`src/verilog/shift_exec_defs.vh`:
```
// constants for the shift, flag and skip execution block
// assumes a 32-bit AHB-Lite register window, byte addressed
`ifndef SHIFT_EXEC_DEFS_VH
`define SHIFT_EXEC_DEFS_VH

// register byte offsets
`define REG_INSTR       8'h00
`define REG_STATUS      8'h04
`define REG_PROG_CNT    8'h08
`define REG_MEM_ADDR    8'h0C
`define REG_MEM_DATA    8'h10

// status register fields
`define ST_ACCUM_LSB    0
`define ST_ACCUM_MSB    3
`define ST_CARRY        4
`define ST_ZERO         5
`define ST_WDT_SLOW     6
`define ST_BUSY         7

// reset values
`define RST_ACCUM       4'h0
`define RST_PROG_CNT    11'h000
`define RST_INSTR       16'h0000

// instruction opcodes, upper bits of the 16-bit word; set-carry is the whole word
`define OP_SHL_HI       9'h098
`define OP_SHR_HI       9'h09A
`define OP_SKIP0_HI     9'h110
`define OP_SKIP1_HI     9'h111
`define OP_PARAM_HI     12'h160
`define OP_SETCF        16'h5020
`define PARAM_WDT_BIT   3

// watchdog clock dividers
`define WDT_SLOW_DIV    16384
`define WDT_FAST_DIV    1024

// read wait states
`define RD_WAIT_REG     2'h1
`define RD_WAIT_MEM     2'h2

`endif

```
`src/verilog/data_nibble_ram.v`:
```
// 128 x 4 data memory with registered read data
// assumes one clock; read data follows the address by one edge
`timescale 1ns/1ps
module data_nibble_ram (
	input  wire       hclk,
	input  wire       we,
	input  wire [6:0] addr,
	input  wire [3:0] wdata,
	output reg  [3:0] rdata
);
	reg [3:0] mem [0:127];

	always @(posedge hclk) begin
		if (we)
			mem[addr] <= wdata;
		rdata <= mem[addr];
	end
endmodule

```
`src/verilog/shift_flag_skip_exec.v`:
```
// execution unit for set-carry, set-parameter-flag, shift and bit-skip
// assumes a single AHB-Lite master; the slave's hreadyout is hready
`timescale 1ns/1ps
`include "shift_exec_defs.vh"

// Summary of operation
// [RULE1] set-carry forces carry_flag to one, other flags untouched
// [RULE2] parameter flag bit three selects watchdog clock of Fosc/16384
// [RULE3] parameter flag immediate bits zero to two have no function
// [RULE4] shift left: old bit 3 to carry, zero into bit 0, to ram, accumulator
// [RULE5] shift right: old bit 0 to carry, zero into bit 3, to ram, accumulator
// [RULE6] shift operand is the nibble at the seven-bit address field
// [RULE7] skip-on-bit-0 adds two to program counter if bit 0 set, else one
// [RULE8] skip-on-bit-1 adds two to program counter if bit 1 set, else one
// [RULE9] shifts set zero_flag on zero result; each op is one machine cycle
module shift_flag_skip_exec #(
	parameter WDT_SLOW_DIV = `WDT_SLOW_DIV,
	parameter WDT_FAST_DIV = `WDT_FAST_DIV
) (
	input  wire        hclk,
	input  wire        hresetn,
	input  wire        hsel,
	input  wire [31:0] haddr,
	input  wire [1:0]  htrans,
	input  wire        hwrite,
	input  wire [2:0]  hsize,
	input  wire [31:0] hwdata,
	input  wire        hready,
	output reg  [31:0] hrdata,
	output wire        hreadyout,
	output wire        hresp,
	output reg         wdt_tick
);
	localparam S_IDLE  = 3'b001;
	localparam S_FETCH = 3'b010;
	localparam S_EXEC  = 3'b100;

	reg  [2:0]  state_r;
	reg  [15:0] instr_r;
	reg  [3:0]  accumulator_nibble;
	reg         carry_flag;
	reg         zero_flag;
	reg         wdt_slow_r;
	reg  [10:0] program_counter;
	reg  [6:0]  mem_addr_r;
	reg         dp_valid_r;
	reg         dp_write_r;
	reg  [7:0]  dp_addr_r;
	reg  [1:0]  rd_cnt_r;
	reg  [13:0] wdt_cnt_r;

	wire        busy;
	wire        wr_en;
	wire [1:0]  rd_need;
	wire [6:0]  memory_address_field;
	wire [3:0]  ram_q;
	wire        ram_we;
	wire [6:0]  ram_addr;
	wire [3:0]  ram_wdata;
	wire [4:0]  shl_res;
	wire [4:0]  shr_res;
	wire        is_shl;
	wire        is_shr;
	wire        is_skip0;
	wire        is_skip1;
	wire        is_param;
	wire        is_setcf;
	wire [13:0] wdt_lim;

	// returns {carry_out, result} of a zero-fill shift
	function [4:0] shift_zero_fill;
		input       left;
		input [3:0] val;
		begin
			if (left)
				shift_zero_fill = {val[3], val[2:0], 1'b0};
			else
				shift_zero_fill = {val[0], 1'b0, val[3:1]};
		end
	endfunction

	function [31:0] reg_read;
		input [7:0] a;
		begin
			case (a)
			`REG_INSTR:    reg_read = {16'h0000, instr_r};
			`REG_STATUS:   reg_read = {24'h000000, busy, wdt_slow_r,
					zero_flag, carry_flag, accumulator_nibble};
			`REG_PROG_CNT: reg_read = {21'h000000, program_counter};
			`REG_MEM_ADDR: reg_read = {25'h0000000, mem_addr_r};
			`REG_MEM_DATA: reg_read = {28'h0000000, ram_q};
			default:       reg_read = 32'h00000000;
			endcase
		end
	endfunction

	assign busy    = (state_r != S_IDLE);
	assign rd_need = (dp_addr_r == `REG_MEM_DATA) ? `RD_WAIT_MEM
		: `RD_WAIT_REG;
	// data phases stall while an instruction is in flight
	assign hreadyout = !dp_valid_r ||
		(!busy && (dp_write_r || (rd_cnt_r == rd_need)));
	assign hresp = 1'b0;
	assign wr_en = dp_valid_r && dp_write_r && hreadyout;

	assign memory_address_field = instr_r[6:0];
	assign is_shl   = (instr_r[15:7] == `OP_SHL_HI);
	assign is_shr   = (instr_r[15:7] == `OP_SHR_HI);
	assign is_skip0 = (instr_r[15:7] == `OP_SKIP0_HI);
	assign is_skip1 = (instr_r[15:7] == `OP_SKIP1_HI);
	assign is_param = (instr_r[15:4] == `OP_PARAM_HI);
	assign is_setcf = (instr_r == `OP_SETCF);
	assign shl_res  = shift_zero_fill(1'b1, ram_q); // RULE4
	assign shr_res  = shift_zero_fill(1'b0, ram_q); // RULE5

	// operand nibble addressed by the instruction while busy
	assign ram_addr = busy ? memory_address_field : mem_addr_r; // RULE6
	assign ram_we = (state_r == S_EXEC && (is_shl || is_shr)) ||
		(wr_en && dp_addr_r == `REG_MEM_DATA);
	assign ram_wdata = busy ? (is_shl ? shl_res[3:0] : shr_res[3:0])
		: hwdata[3:0];

	data_nibble_ram u_ram (
		.hclk  (hclk),
		.we    (ram_we),
		.addr  (ram_addr),
		.wdata (ram_wdata),
		.rdata (ram_q)
	);

	// ahb address and data phase tracking
	always @(posedge hclk or negedge hresetn) begin
		if (!hresetn) begin
			dp_valid_r <= 1'b0;
			dp_write_r <= 1'b0;
			dp_addr_r  <= 8'h00;
			rd_cnt_r   <= 2'h0;
			hrdata     <= 32'h00000000;
		end else begin
			if (hready) begin
				dp_valid_r <= hsel && htrans[1];
				dp_write_r <= hwrite;
				dp_addr_r  <= haddr[7:0];
				rd_cnt_r   <= 2'h0;
			end else if (dp_valid_r && !dp_write_r && !busy) begin
				rd_cnt_r <= rd_cnt_r + 2'h1;
				if (rd_cnt_r == rd_need - 2'h1)
					hrdata <= reg_read(dp_addr_r);
			end
		end
	end

	// instruction sequencer and architectural state
	always @(posedge hclk or negedge hresetn) begin
		if (!hresetn) begin
			state_r            <= S_IDLE;
			instr_r            <= `RST_INSTR;
			accumulator_nibble <= `RST_ACCUM;
			carry_flag         <= 1'b0;
			zero_flag          <= 1'b0;
			wdt_slow_r         <= 1'b0;
			program_counter    <= `RST_PROG_CNT;
			mem_addr_r         <= 7'h00;
		end else begin
			case (state_r)
			S_IDLE: begin
				if (wr_en) begin
					case (dp_addr_r)
					`REG_INSTR: begin
						instr_r <= hwdata[15:0];
						state_r <= S_FETCH;
					end
					`REG_STATUS: begin
						accumulator_nibble <= hwdata[`ST_ACCUM_MSB:`ST_ACCUM_LSB];
						carry_flag <= hwdata[`ST_CARRY];
						zero_flag  <= hwdata[`ST_ZERO];
						wdt_slow_r <= hwdata[`ST_WDT_SLOW];
					end
					`REG_PROG_CNT: program_counter <= hwdata[10:0];
					`REG_MEM_ADDR: mem_addr_r <= hwdata[6:0];
					default: ;
					endcase
				end
			end
			S_FETCH: state_r <= S_EXEC;
			S_EXEC: begin
				state_r <= S_IDLE; // RULE9
				program_counter <= program_counter + 11'h001;
				if (is_setcf)
					carry_flag <= 1'b1; // RULE1
				if (is_param)
					wdt_slow_r <= instr_r[`PARAM_WDT_BIT]; // RULE2 RULE3
				if (is_shl) begin
					accumulator_nibble <= shl_res[3:0]; // RULE4
					carry_flag <= shl_res[4];
					zero_flag  <= (shl_res[3:0] == 4'h0); // RULE9
				end
				if (is_shr) begin
					accumulator_nibble <= shr_res[3:0]; // RULE5
					carry_flag <= shr_res[4];
					zero_flag  <= (shr_res[3:0] == 4'h0); // RULE9
				end
				if ((is_skip0 && ram_q[0]) || (is_skip1 && ram_q[1]))
					program_counter <= program_counter + 11'h002; // RULE7 RULE8
			end
			default: state_r <= S_IDLE;
			endcase
		end
	end

	// watchdog counting clock enable
	assign wdt_lim = wdt_slow_r ? WDT_SLOW_DIV[13:0] - 14'h0001 // RULE2
		: WDT_FAST_DIV[13:0] - 14'h0001;

	always @(posedge hclk or negedge hresetn) begin
		if (!hresetn) begin
			wdt_cnt_r <= 14'h0000;
			wdt_tick  <= 1'b0;
		end else if (wdt_cnt_r >= wdt_lim) begin
			wdt_cnt_r <= 14'h0000;
			wdt_tick  <= 1'b1;
		end else begin
			wdt_cnt_r <= wdt_cnt_r + 14'h0001;
			wdt_tick  <= 1'b0;
		end
	end
endmodule

```
`config.mk`:
```
export PLATFORM = sky130hd
export DESIGN_NAME = shift_flag_skip_exec
export DESIGN_NICKNAME = d
export VERILOG_FILES = /design/src/verilog/data_nibble_ram.v /design/src/verilog/shift_flag_skip_exec.v
export VERILOG_INCLUDE_DIRS = /design/src /design/src/verilog
export SDC_FILE = /design/constraint.sdc
export NUM_CORES = 1
export LEC_CHECK = 0
export ABC_AREA = 1
export BUFFER_PORTS_ARGS = -buffer_cell sky130_fd_sc_hd__buf_4
export CELL_PAD_IN_SITES_DETAIL_PLACEMENT = 0
export CELL_PAD_IN_SITES_GLOBAL_PLACEMENT = 1
export CORE_MARGIN = 2
export CORE_UTILIZATION = 50
export DETAILED_ROUTE_END_ITERATION = 6
export HOLD_SLACK_MARGIN = 0.12
export PLACE_DENSITY_LB_ADDON = 0.15
export SETUP_SLACK_MARGIN = 0.4
export SLEW_MARGIN = 20
export SYNTH_ARGS = -nofsm -noshare
export SYNTH_HDL_FRONTEND = slang
export SYNTH_SLANG_ARGS = --single-unit
```
`constraint.sdc`:
```
create_clock -name hclk -period 13.9 [get_ports hclk]
set_input_delay 0.695 -clock hclk [delete_from_list [all_inputs] [get_ports hclk]]
set_output_delay 0.695 -clock hclk [all_outputs]
set_load 0.03 [all_outputs]
```
Word-level counts from Yosys, hierarchy flattened --
Memory sizes are Yosys's and may differ from the RTL's. A register that Yosys moved wholly into a read port is not among the register bits. Cells that the tools add are included.
Word-level totals: bits in registers 103, RAM bits 512, bits of input ports 74, output and inout bits 35, word-level logic and storage cells 116, memories kept 1
Operators by class: add/subtract/negate cells 5, order comparisons 1, equal/unequal tests 23, mux-type cells 39, bitwise operators 1, reduce and logical (&&, ||, !) cells 31
Memory list:
- u_ram.mem | words 128, width 4, read ports 1, clocked after memory_dff 1, wr ports 1, RTL line data_nibble_ram.v:11 | reg [3:0] mem [0:127];
Operator list (count):
- one-hot mux 16 bit (5 select lines) | 1
- two-way mux 11 bit | 3
- two-way mux 14 bit | 2
- two-way mux 4 bit | 6
- one-hot mux 11 bit (2 select lines) | 1
- equality test 9 x 8 -> 1 bit (second input constant) | 2
- equality test 9 bit (second input constant) | 2
- equality test 16 x 15 -> 1 bit (second input constant) | 1
- equality test 8 x 4 -> 1 bit (second input constant) | 2
- two-way mux 1 bit | 15
- adder 14 x 1 -> 14 bit (second input constant) | 1
- >= comparator 14 bit | 1
- equality test 12 x 9 -> 1 bit (second input constant) | 1
- AND reduction 3 bit | 4
- AND reduction 4 bit | 3
- adder 11 x 1 -> 11 bit (second input constant) | 1
- adder 11 x 2 -> 11 bit (second input constant) | 1
- logical AND 1 bit | 10
- equality test 8 x 3 -> 1 bit (second input constant) | 1
- equality test 8 x 5 -> 1 bit (second input constant) | 1
- zero test 4 bit | 2
- zero test 8 bit | 1
- one-hot mux 4 bit (2 select lines) | 1
- two-way mux 7 bit | 1
- other kinds (20) | 36

Logic depth before layout (Yosys ltp) --
Gate-level depths: netlist of run 1.
depth in word-level cells 11, mapped depth 18, mapped depth without buffers 16

Hierarchy --
Synthesis of run 1 repeated with hierarchy kept, for this count alone.
Unflattened totals: cell total of the unflattened synthesis 3005, area, all modules 27579.0 um^2
By module, submodules not included:
- data_nibble_ram | times used 1, cells each 2294, area an instance 22348.9 um^2, sequential area each 15454.8 um^2
- shift_flag_skip_exec | times used 1, cells each 711, area an instance 5230.0 um^2, sequential area each 2178.3 um^2

Worst setup path before layout of run 1 --
OpenSTA, ideal clock, no wires.
path type reg2reg, start point reg state_r[0], end point mem u_ram.mem[0][3] (data pin), setup time 1.198 ns, arrival time 6.069 ns, required time 12.702 ns, setup slack 6.633 ns, cell stages (with the launch flop) 6, buffers on the path 3, clock period less this slack 7.267 ns, cell sequence dfstp_2 buf_4 nand3_4 buf_6 buf_2 o21ai_0
Between the ends: word-level cells in the longest chain between the ends 2
Ends and longest elaborated chain:
- start: declaration | RTL line shift_flag_skip_exec.v:38 | reg [2:0] state_r;
- start signal: assignment | RTL line shift_flag_skip_exec.v:156 | state_r <= S_IDLE;
- start signal: assignment | RTL line shift_flag_skip_exec.v:171 | state_r <= S_FETCH;
- start signal: assignment | RTL line shift_flag_skip_exec.v:185 | S_FETCH: state_r <= S_EXEC;
- inequality test 3 x 1 -> 1 bit | RTL line shift_flag_skip_exec.v:97 | assign busy = (state_r != S_IDLE);
- two-way mux 4 bit | RTL line shift_flag_skip_exec.v:120 | assign ram_wdata = busy ? (is_shl ? shl_res[3:0] : shr_res[3:0])
- via ram_wdata[3] | RTL line shift_flag_skip_exec.v:59 | wire [3:0] ram_wdata;
- end: declaration | RTL line data_nibble_ram.v:11
The timed path passes the listed nets, and every way through them passes these cells.

Worst setup path in the final report of run 1 --
start point reg state_r[0], end point mem u_ram.mem[26][3] (enable)
Between the ends: word-level cells in the longest chain between the ends 9, elaborated cells between the ends (all ways) 12, classes of those cells 2 x eq/ne; 3 x mux; 7 x reduce/logical
Ends and longest elaborated chain:
- inequality test 3 x 1 -> 1 bit | RTL line shift_flag_skip_exec.v:97
- zero test 1 bit | RTL line shift_flag_skip_exec.v:102 | (!busy && (dp_write_r || (rd_cnt_r == rd_need)));
- logical AND 1 bit | RTL line shift_flag_skip_exec.v:102
- logical OR 1 bit | RTL line shift_flag_skip_exec.v:101 | assign hreadyout = !dp_valid_r ||
- logical AND 1 bit | RTL line shift_flag_skip_exec.v:104 | assign wr_en = dp_valid_r && dp_write_r && hreadyout;
- logical AND 1 bit (no line)
- logical OR 1 bit | RTL line shift_flag_skip_exec.v:118 | assign ram_we = (state_r == S_EXEC && (is_shl || is_shr)) ||
- two-way mux 1 bit | RTL line data_nibble_ram.v:14 | if (we)
- two-way mux 1 bit (not written as such) | RTL line data_nibble_ram.v:15 | mem[addr] <= wdata;
Several ways; a longest one is shown, not always the timed one.

==> metrics.txt, run 1 <==
Antenna Nets Post-Route=0; clock share of power=41.9%; RSZ-0062 raised after global routing=no; final wirelength=66.8 mm; Max Fclk=237 MHz; Gate power share=8.3%; FF+latch count, synth=approximately 600; CTS tree=done; Worst Path Max Fanout=80; pin count of the biggest net entering global routing=between 150 and 200; setup tns final=0 ns; num ports=about 110; mapped cell area=27,200 µm²; GPL Wtd Cong=roughly 0.88; Fill cells=a little under 5,000; Synth Flop Type=edfxtp_1; CP Class=reg2reg; Lkg Pwr=around 13 nW; Slew @ Worst Pin=1.12 ns; die height=around 240 µm; PnR Total Power=around 4 mW; row cnt=85; P_int=3.08 mW; status=finished clean; Die W=about 240 µm; synthesis-to-layout area growth=11.1%; fin nets=just over 3,000; switching share of power=a little under a quarter; Post-synth EDFFs=512; Avg Inst Size Synth=9.32 µm²; Yosys Warn Count=0; NetSw=between 0.9 and 1 mW; library cells used by synthesis=45; ANT cells=0; clk_lat worst skew=0.60 ns; Period minus WS final=4.22 ns; final setup violation count=0; async set-reset flop share out of synthesis=14.4%; Port Buffers=47; met2 WL=about 31 mm; MaxCap Viol Count=0; Slew Limit Headroom=between 20% and 30%; vias post-DR=approximately 19,000; final cell count without fillers=approximately 3,700; Startpoint Class=flop; first-pass GRT wire length=between 100 and 150 mm; clock sinks=603; Root Buffer=clkbuf_16; Final Hold Fails=0; Slew Limit Fails=0; DR vias/cell=around 5.2; core box area=about 54,000 µm²; Met1 Wirelength=roughly 30 mm; DRC viols=0; TritonRoute pass-1 iters=5; fin crit share=a little under a third; HP Class=in2reg; crit path DAT=4.46 ns; layout cells sized above 1=under 10%; Pwr Density=about 130 nW/µm²; post-cts sizing count=0; H-tree levels=3; initial drt markers=1,354; GRT Total Usage=roughly 24%; met3 wire length=a little over 4 mm; dpl cells=about 3,600; buffers from clock root to sink, at most=3; TritonCTS Buffers=67; initial core utilization=between 50% and 60%; clk_skew=around 0.032 ns; initial antenna violation count=0; routed length per instance=18.2 µm; clock transition at the registers of the reported paths=0.05 ns; Overflow after GRT=0; die footprint=approximately 56,000 µm²; Seq/Total Area, Yosys=around 65%; Top Metal Used=met4; peak supply drop=around 0.00011 V; Worst EP required=roughly 14 ns; Final HPWL DP=roughly 40 mm; vias in the first global route=18,448; Syn Inst Count=2,921; Reg power frac=around half; final core utilization=between 50 and 60%; CP endpoint kind=flop
[logic make-up after synthesis]
logic type / Yosys count / share of synthesized area (%)
AOI/OAI and AO/OA: 127 / 2.68
xor gates and xnor gates: 13 / 0.418
adders and majority gates: 7 / 0.322
buffers and inverters: 301 / 4.76
DFF: 603 / 64.8
muxes: 2 / 0.0827
other: 1 / 0.0138
and+or+nand+nor: 1867 / 27.0
[Yosys cell counts (2+ instances only)]
master,n,area (µm²)
nand2_1,1519,5700
edfxtp_1,512,15400
nor2_1,223,837
inv_1,153,574
dfrtp_1,86,2150
nand3_1,63,315
buf_2,59,295
o21ai_0,57,285
clkbuf_1,46,173
a21oi_1,24,120
buf_4,19,143
nor3_1,18,90.1
buf_1,15,56.3
xor2_1,11,96.3
o22ai_1,10,62.6
nand3_4,9,158
nand4_1,9,56.3
o21ai_1,9,45.0
a31oi_1,8,50.1
ha_1,7,87.6
nor4_1,7,43.8
inv_2,6,22.5
nor3b_1,6,45.0
nor2_2,5,31.3
dfxtp_1,4,80.1
a211oi_1,3,22.5
a221oi_1,3,26.3
buf_6,3,33.8
o31ai_1,3,22.5
a22oi_1,2,15.0
and3_1,2,12.5
mux2_2,2,22.5
nand2_2,2,12.5
nor3_2,2,20.0
o221ai_1,2,17.5
o41ai_1,2,17.5
xnor2_1,2,17.5
[worst paths after layout]
path,slack (ns),from,cells past startpoint,to
max,9.68,state_r[0],7,u_ram.mem[26][3]
min,0.32,hwdata[15],3,instr_r[15]
max reg2reg,9.68,state_r[0],7,u_ram.mem[26][3]
min reg2reg,0.47,state_r[2],1,state_r[2]
max in group asynchronous,12.23,hresetn,3,state_r[2]
min in group asynchronous,0.57,hresetn,2,hrdata[10]
[stage by stage]
step	setup WS [ns]	cell area, µm²	hold WS, ns
6_report	9.68	30200	0.320
2_1_floorplan	6.63	27300	0.399
3_5_place_dp	9.30	28100	0.460
5_1_grt	9.49	30200	0.306
3_3_place_gp	9.29	28100	0.445
4_1_cts	9.28	30200	0.281
[timing repair]
action | in CTS | in global routing
hold buffers | 1 | 0
endpoints found under the hold margin | 28 | 0
buffers inserted | 0 | 0
[critical path: stages, from the launching register on]
cell     delay, ns
dfstp_2       0.63
nand3_4       0.32
nand2_1       0.22
o21ai_4       0.17
buf_4         0.45
nor2_2        0.94
nand3_4       0.55
nor2_1        0.51
[final cells by class]
type	count	area [µm²]	share of cell area, %
multi-input combinational	2033	8480	28.0
sequential	603	17600	58.3
tap	696	871	2.88
inverter	159	597	1.97
clock buffer	94	1870	6.19
timing repair buffer	73	583	1.93
clock inverter	22	205	0.678
[power groups by stage]
stage	Sequential (mW)	Clock, mW	Combinational [mW]
floorplan	2.05	0	0.210
global placement	2.04	0	0.332
detailed placement	2.04	0	0.335
CTS	2.01	1.73	0.336
global route	2.01	1.80	0.377
finish	2.01	1.69	0.336
[metal layers]
metal | global-route usage [%] | vias to the layer above
li1 | - | 9432
met1 | 32.8 | 9051
met2 | 40.1 | 498
met3 | 4.41 | 110
met4 | 6.84 | 0
met5 | 0 | -
[placed cells by master, fill, tap and decap left out, types with 10 or more instances in the layout]
cell type,count
nand3_1,63
buf_4,70
clkinv_1,10
clkbuf_16,71
clkbuf_1,22
o21ai_0,55
o22ai_1,10
xor2_1,11
conb_1,17
edfxtp_1,512
nor2_1,222
nand2_1,1515
a21oi_1,22
inv_1,153
dfrtp_1,86
nor3_1,18
[registers in the layout (all words and copies together) (netlist names), 2 cells and up]
register and cells:
u_ram.mem 512, hrdata 16, rd_cnt_r 2, program_counter 11
mem_addr_r 7, u_ram.rdata 4, instr_r 16, dp_addr_r 8
state_r 3, accumulator_nibble 4, wdt_cnt_r 14
Note: power is estimated with default switching activity, not from simulation.
==> inputs of run 2 (changes only) <==
Settings changed: CORE_UTILIZATION 50 to 48.
Clock period 13.9 ns to 4.2 ns, I/O delays scaled along.
==> run 2 against run 1 <==
The flow now finishes with violations (design-rule violations). Cell area increased by 2.8%. Sequential share of layout area decreased by 1.6 points. Register-to-register slack lost 8.9 ns. Via count increased by 1.3%. Setup slack worse by 8.9 ns. Worst hold slack lost 0.12 ns. Largest cell class unchanged. Highest routed layer unchanged.
==> metrics.txt, run 2 (synthesized netlist as in run 1, its figures left out) <==
status=finished with violations; failing checks=design-rule violations; row cnt=a little under 90; Lkg Pwr=13.1 nW; reg2reg path depth=9; switching share of power=between 20% and 30%; Port Buffers=47; clk_skew=between 0.015 and 0.02 ns; buffers from clock root to sink, at most=3; die footprint=58,700 µm²; post-CTS setup buffer count=0; Setup WS pre-CTS=between 0.8 and 0.9 ns; DRC viols=1; most common cell after layout, fill and taps aside=nand2_1; Critical Path Sink=u_ram.mem[88][1]; setup tns final=0 ns; Worst EP required=~4.4 ns; clock share of power=a little over two fifths; Period minus WS final=roughly 3.4 ns; final wirelength=around 69 mm; Fill cells=5,054; HP Class=in2async; CP Class=reg2reg; first-pass GRT wire length=roughly 110 mm; Top reg by flops=u_ram.mem; CP endpoint kind=flop; die height=around 240 µm; Slew Limit Headroom=approximately 27%; layout cells sized above 1=roughly 7.4%; NetSw=between 3 and 4 mW; clock sinks=603; RSZ-0062 raised after global routing=no; final core utilization=55.2%; MaxCap Viol Count=0; DR vias/cell=approximately 5; GPL Wtd Cong=about 0.90; TritonRoute pass-1 iters=7; Root Buffer=clkbuf_16; fin crit share=roughly four fifths; Final HPWL DP=just over 40 mm; number of flip-flops in the largest register=a little over 500; Slew Limit Fails=0; clock transition at the registers of the reported paths=around 0.06 ns; initial antenna violation count=0; core box area=about 56,000 µm²; Pwr Density=approximately 440 nW/µm²; area of the multi-input gates=about 8500 µm²; most frequent cells in the layout=nand2_1 (1,515), edfxtp_1 (512), nor2_1 (222); Max Fclk=around 300 MHz; PnR Total Power=about 14 mW; Reg power frac=between 40% and 50%; initial core utilization=about half; critical path launch point=state_r[0]; H-tree levels=3; Gate power share=under 10%; Register Area=about 18,000 µm²; reg-to-reg slack, setup=around 0.82 ns; TritonCTS Buffers=66; fin nets=roughly 3,000; CTS tree=done; peak supply drop=0.000395 V; Crit Reg-Reg Startpoint=state_r[0]; Overflow after GRT=0; Slew @ Worst Pin=1.09 ns; vias in the first global route=~19,000; Worst Path Max Fanout=16; num ports=approximately 110; Crit Reg-Reg Endpoint=u_ram.mem[88][1]; initial drt markers=around 1,500; routed length per instance=about 18 µm; clk_lat worst skew=just over 0.6 ns; Largest regs=u_ram.mem x512, hrdata x16, instr_r x16; Final Hold Fails=0; synthesis-to-layout area growth=14.1%; slack of the critical path=approximately 0.82 ns; GRT Total Usage=a little under a quarter; vias post-DR=between 15,000 and 20,000; pin count of the biggest net entering global routing=~130; final setup violation count=0; crit path DAT=~3.6 ns; ANT cells=0; Die W=around 240 µm; Antenna Nets Post-Route=0; Startpoint Class=flop; P_int=10.4 mW
run 2: routing by layer:
metal	track usage (%)	share of wire [%]	wire (µm)
met1	32.5	46	31400
met2	38.4	46	31800
met3	3.87	5.6	3820
met4	6.83	2.6	1790
met5	0	0	0
run 2: through the flow:
step | cells | cell area, µm² | hold slack (ns)
after floorplan | 2937 | 27300 | -0.0856
after global placement | 3639 | 28400 | 0.288
after detailed placement | 3639 | 28400 | 0.307
after CTS | 3808 | 31100 | 0.209
after global routing | 3808 | 31100 | 0.262
final | 3808 | 31100 | 0.196
run 2: timing repair:
item,CTS,global route
gates resized for setup,0,0
endpoints found under the hold margin,102,0
hold buffers,48,0
run 2: final cells by class:
class                   count  share of cell area [%]
clock inverters            35                    1.07
multi-input cells        2033                    27.2
clock buffers              86                    5.93
well taps                 756                    3.04
flip-flops and latches    603                    56.7
repair buffers            136                    4.07
inverters                 159                    1.92
run 2: worst min path at each step:
stage               cells past startpoint  slack [ns]  startpoint               endpoint
floorplan                               0       -0.09     hresetn  accumulator_nibble[0]
global placement                        1        0.29     hresetn              hrdata[9]
detailed placement                      1        0.31     hresetn              hrdata[9]
CTS                                     2        0.21     hresetn     program_counter[3]
global route                            2        0.26     hresetn              hrdata[9]
finish                                  2        0.20     hresetn              hrdata[9]
run 2: critical path, stage by stage (launching register included):
cell and delay [ns]:
dfstp_2 0.63, nand3_4 0.23, buf_4 0.26, o21ai_1 0.20, inv_1 0.08, nor2_1 0.43, inv_1 0.17, nor2_1 0.23
nand2_1 0.21, nor3_1 0.57
run 2: power groups by stage:
stage | sequential [mW] | combinational [mW] | clock [mW]
after floorplan | 6.78 | 0.695 | 0
after global placement | 6.76 | 1.11 | 0
after detailed placement | 6.77 | 1.12 | 0
after CTS | 6.64 | 1.17 | 5.89
after global routing | 6.65 | 1.30 | 6.10
final | 6.64 | 1.16 | 5.79
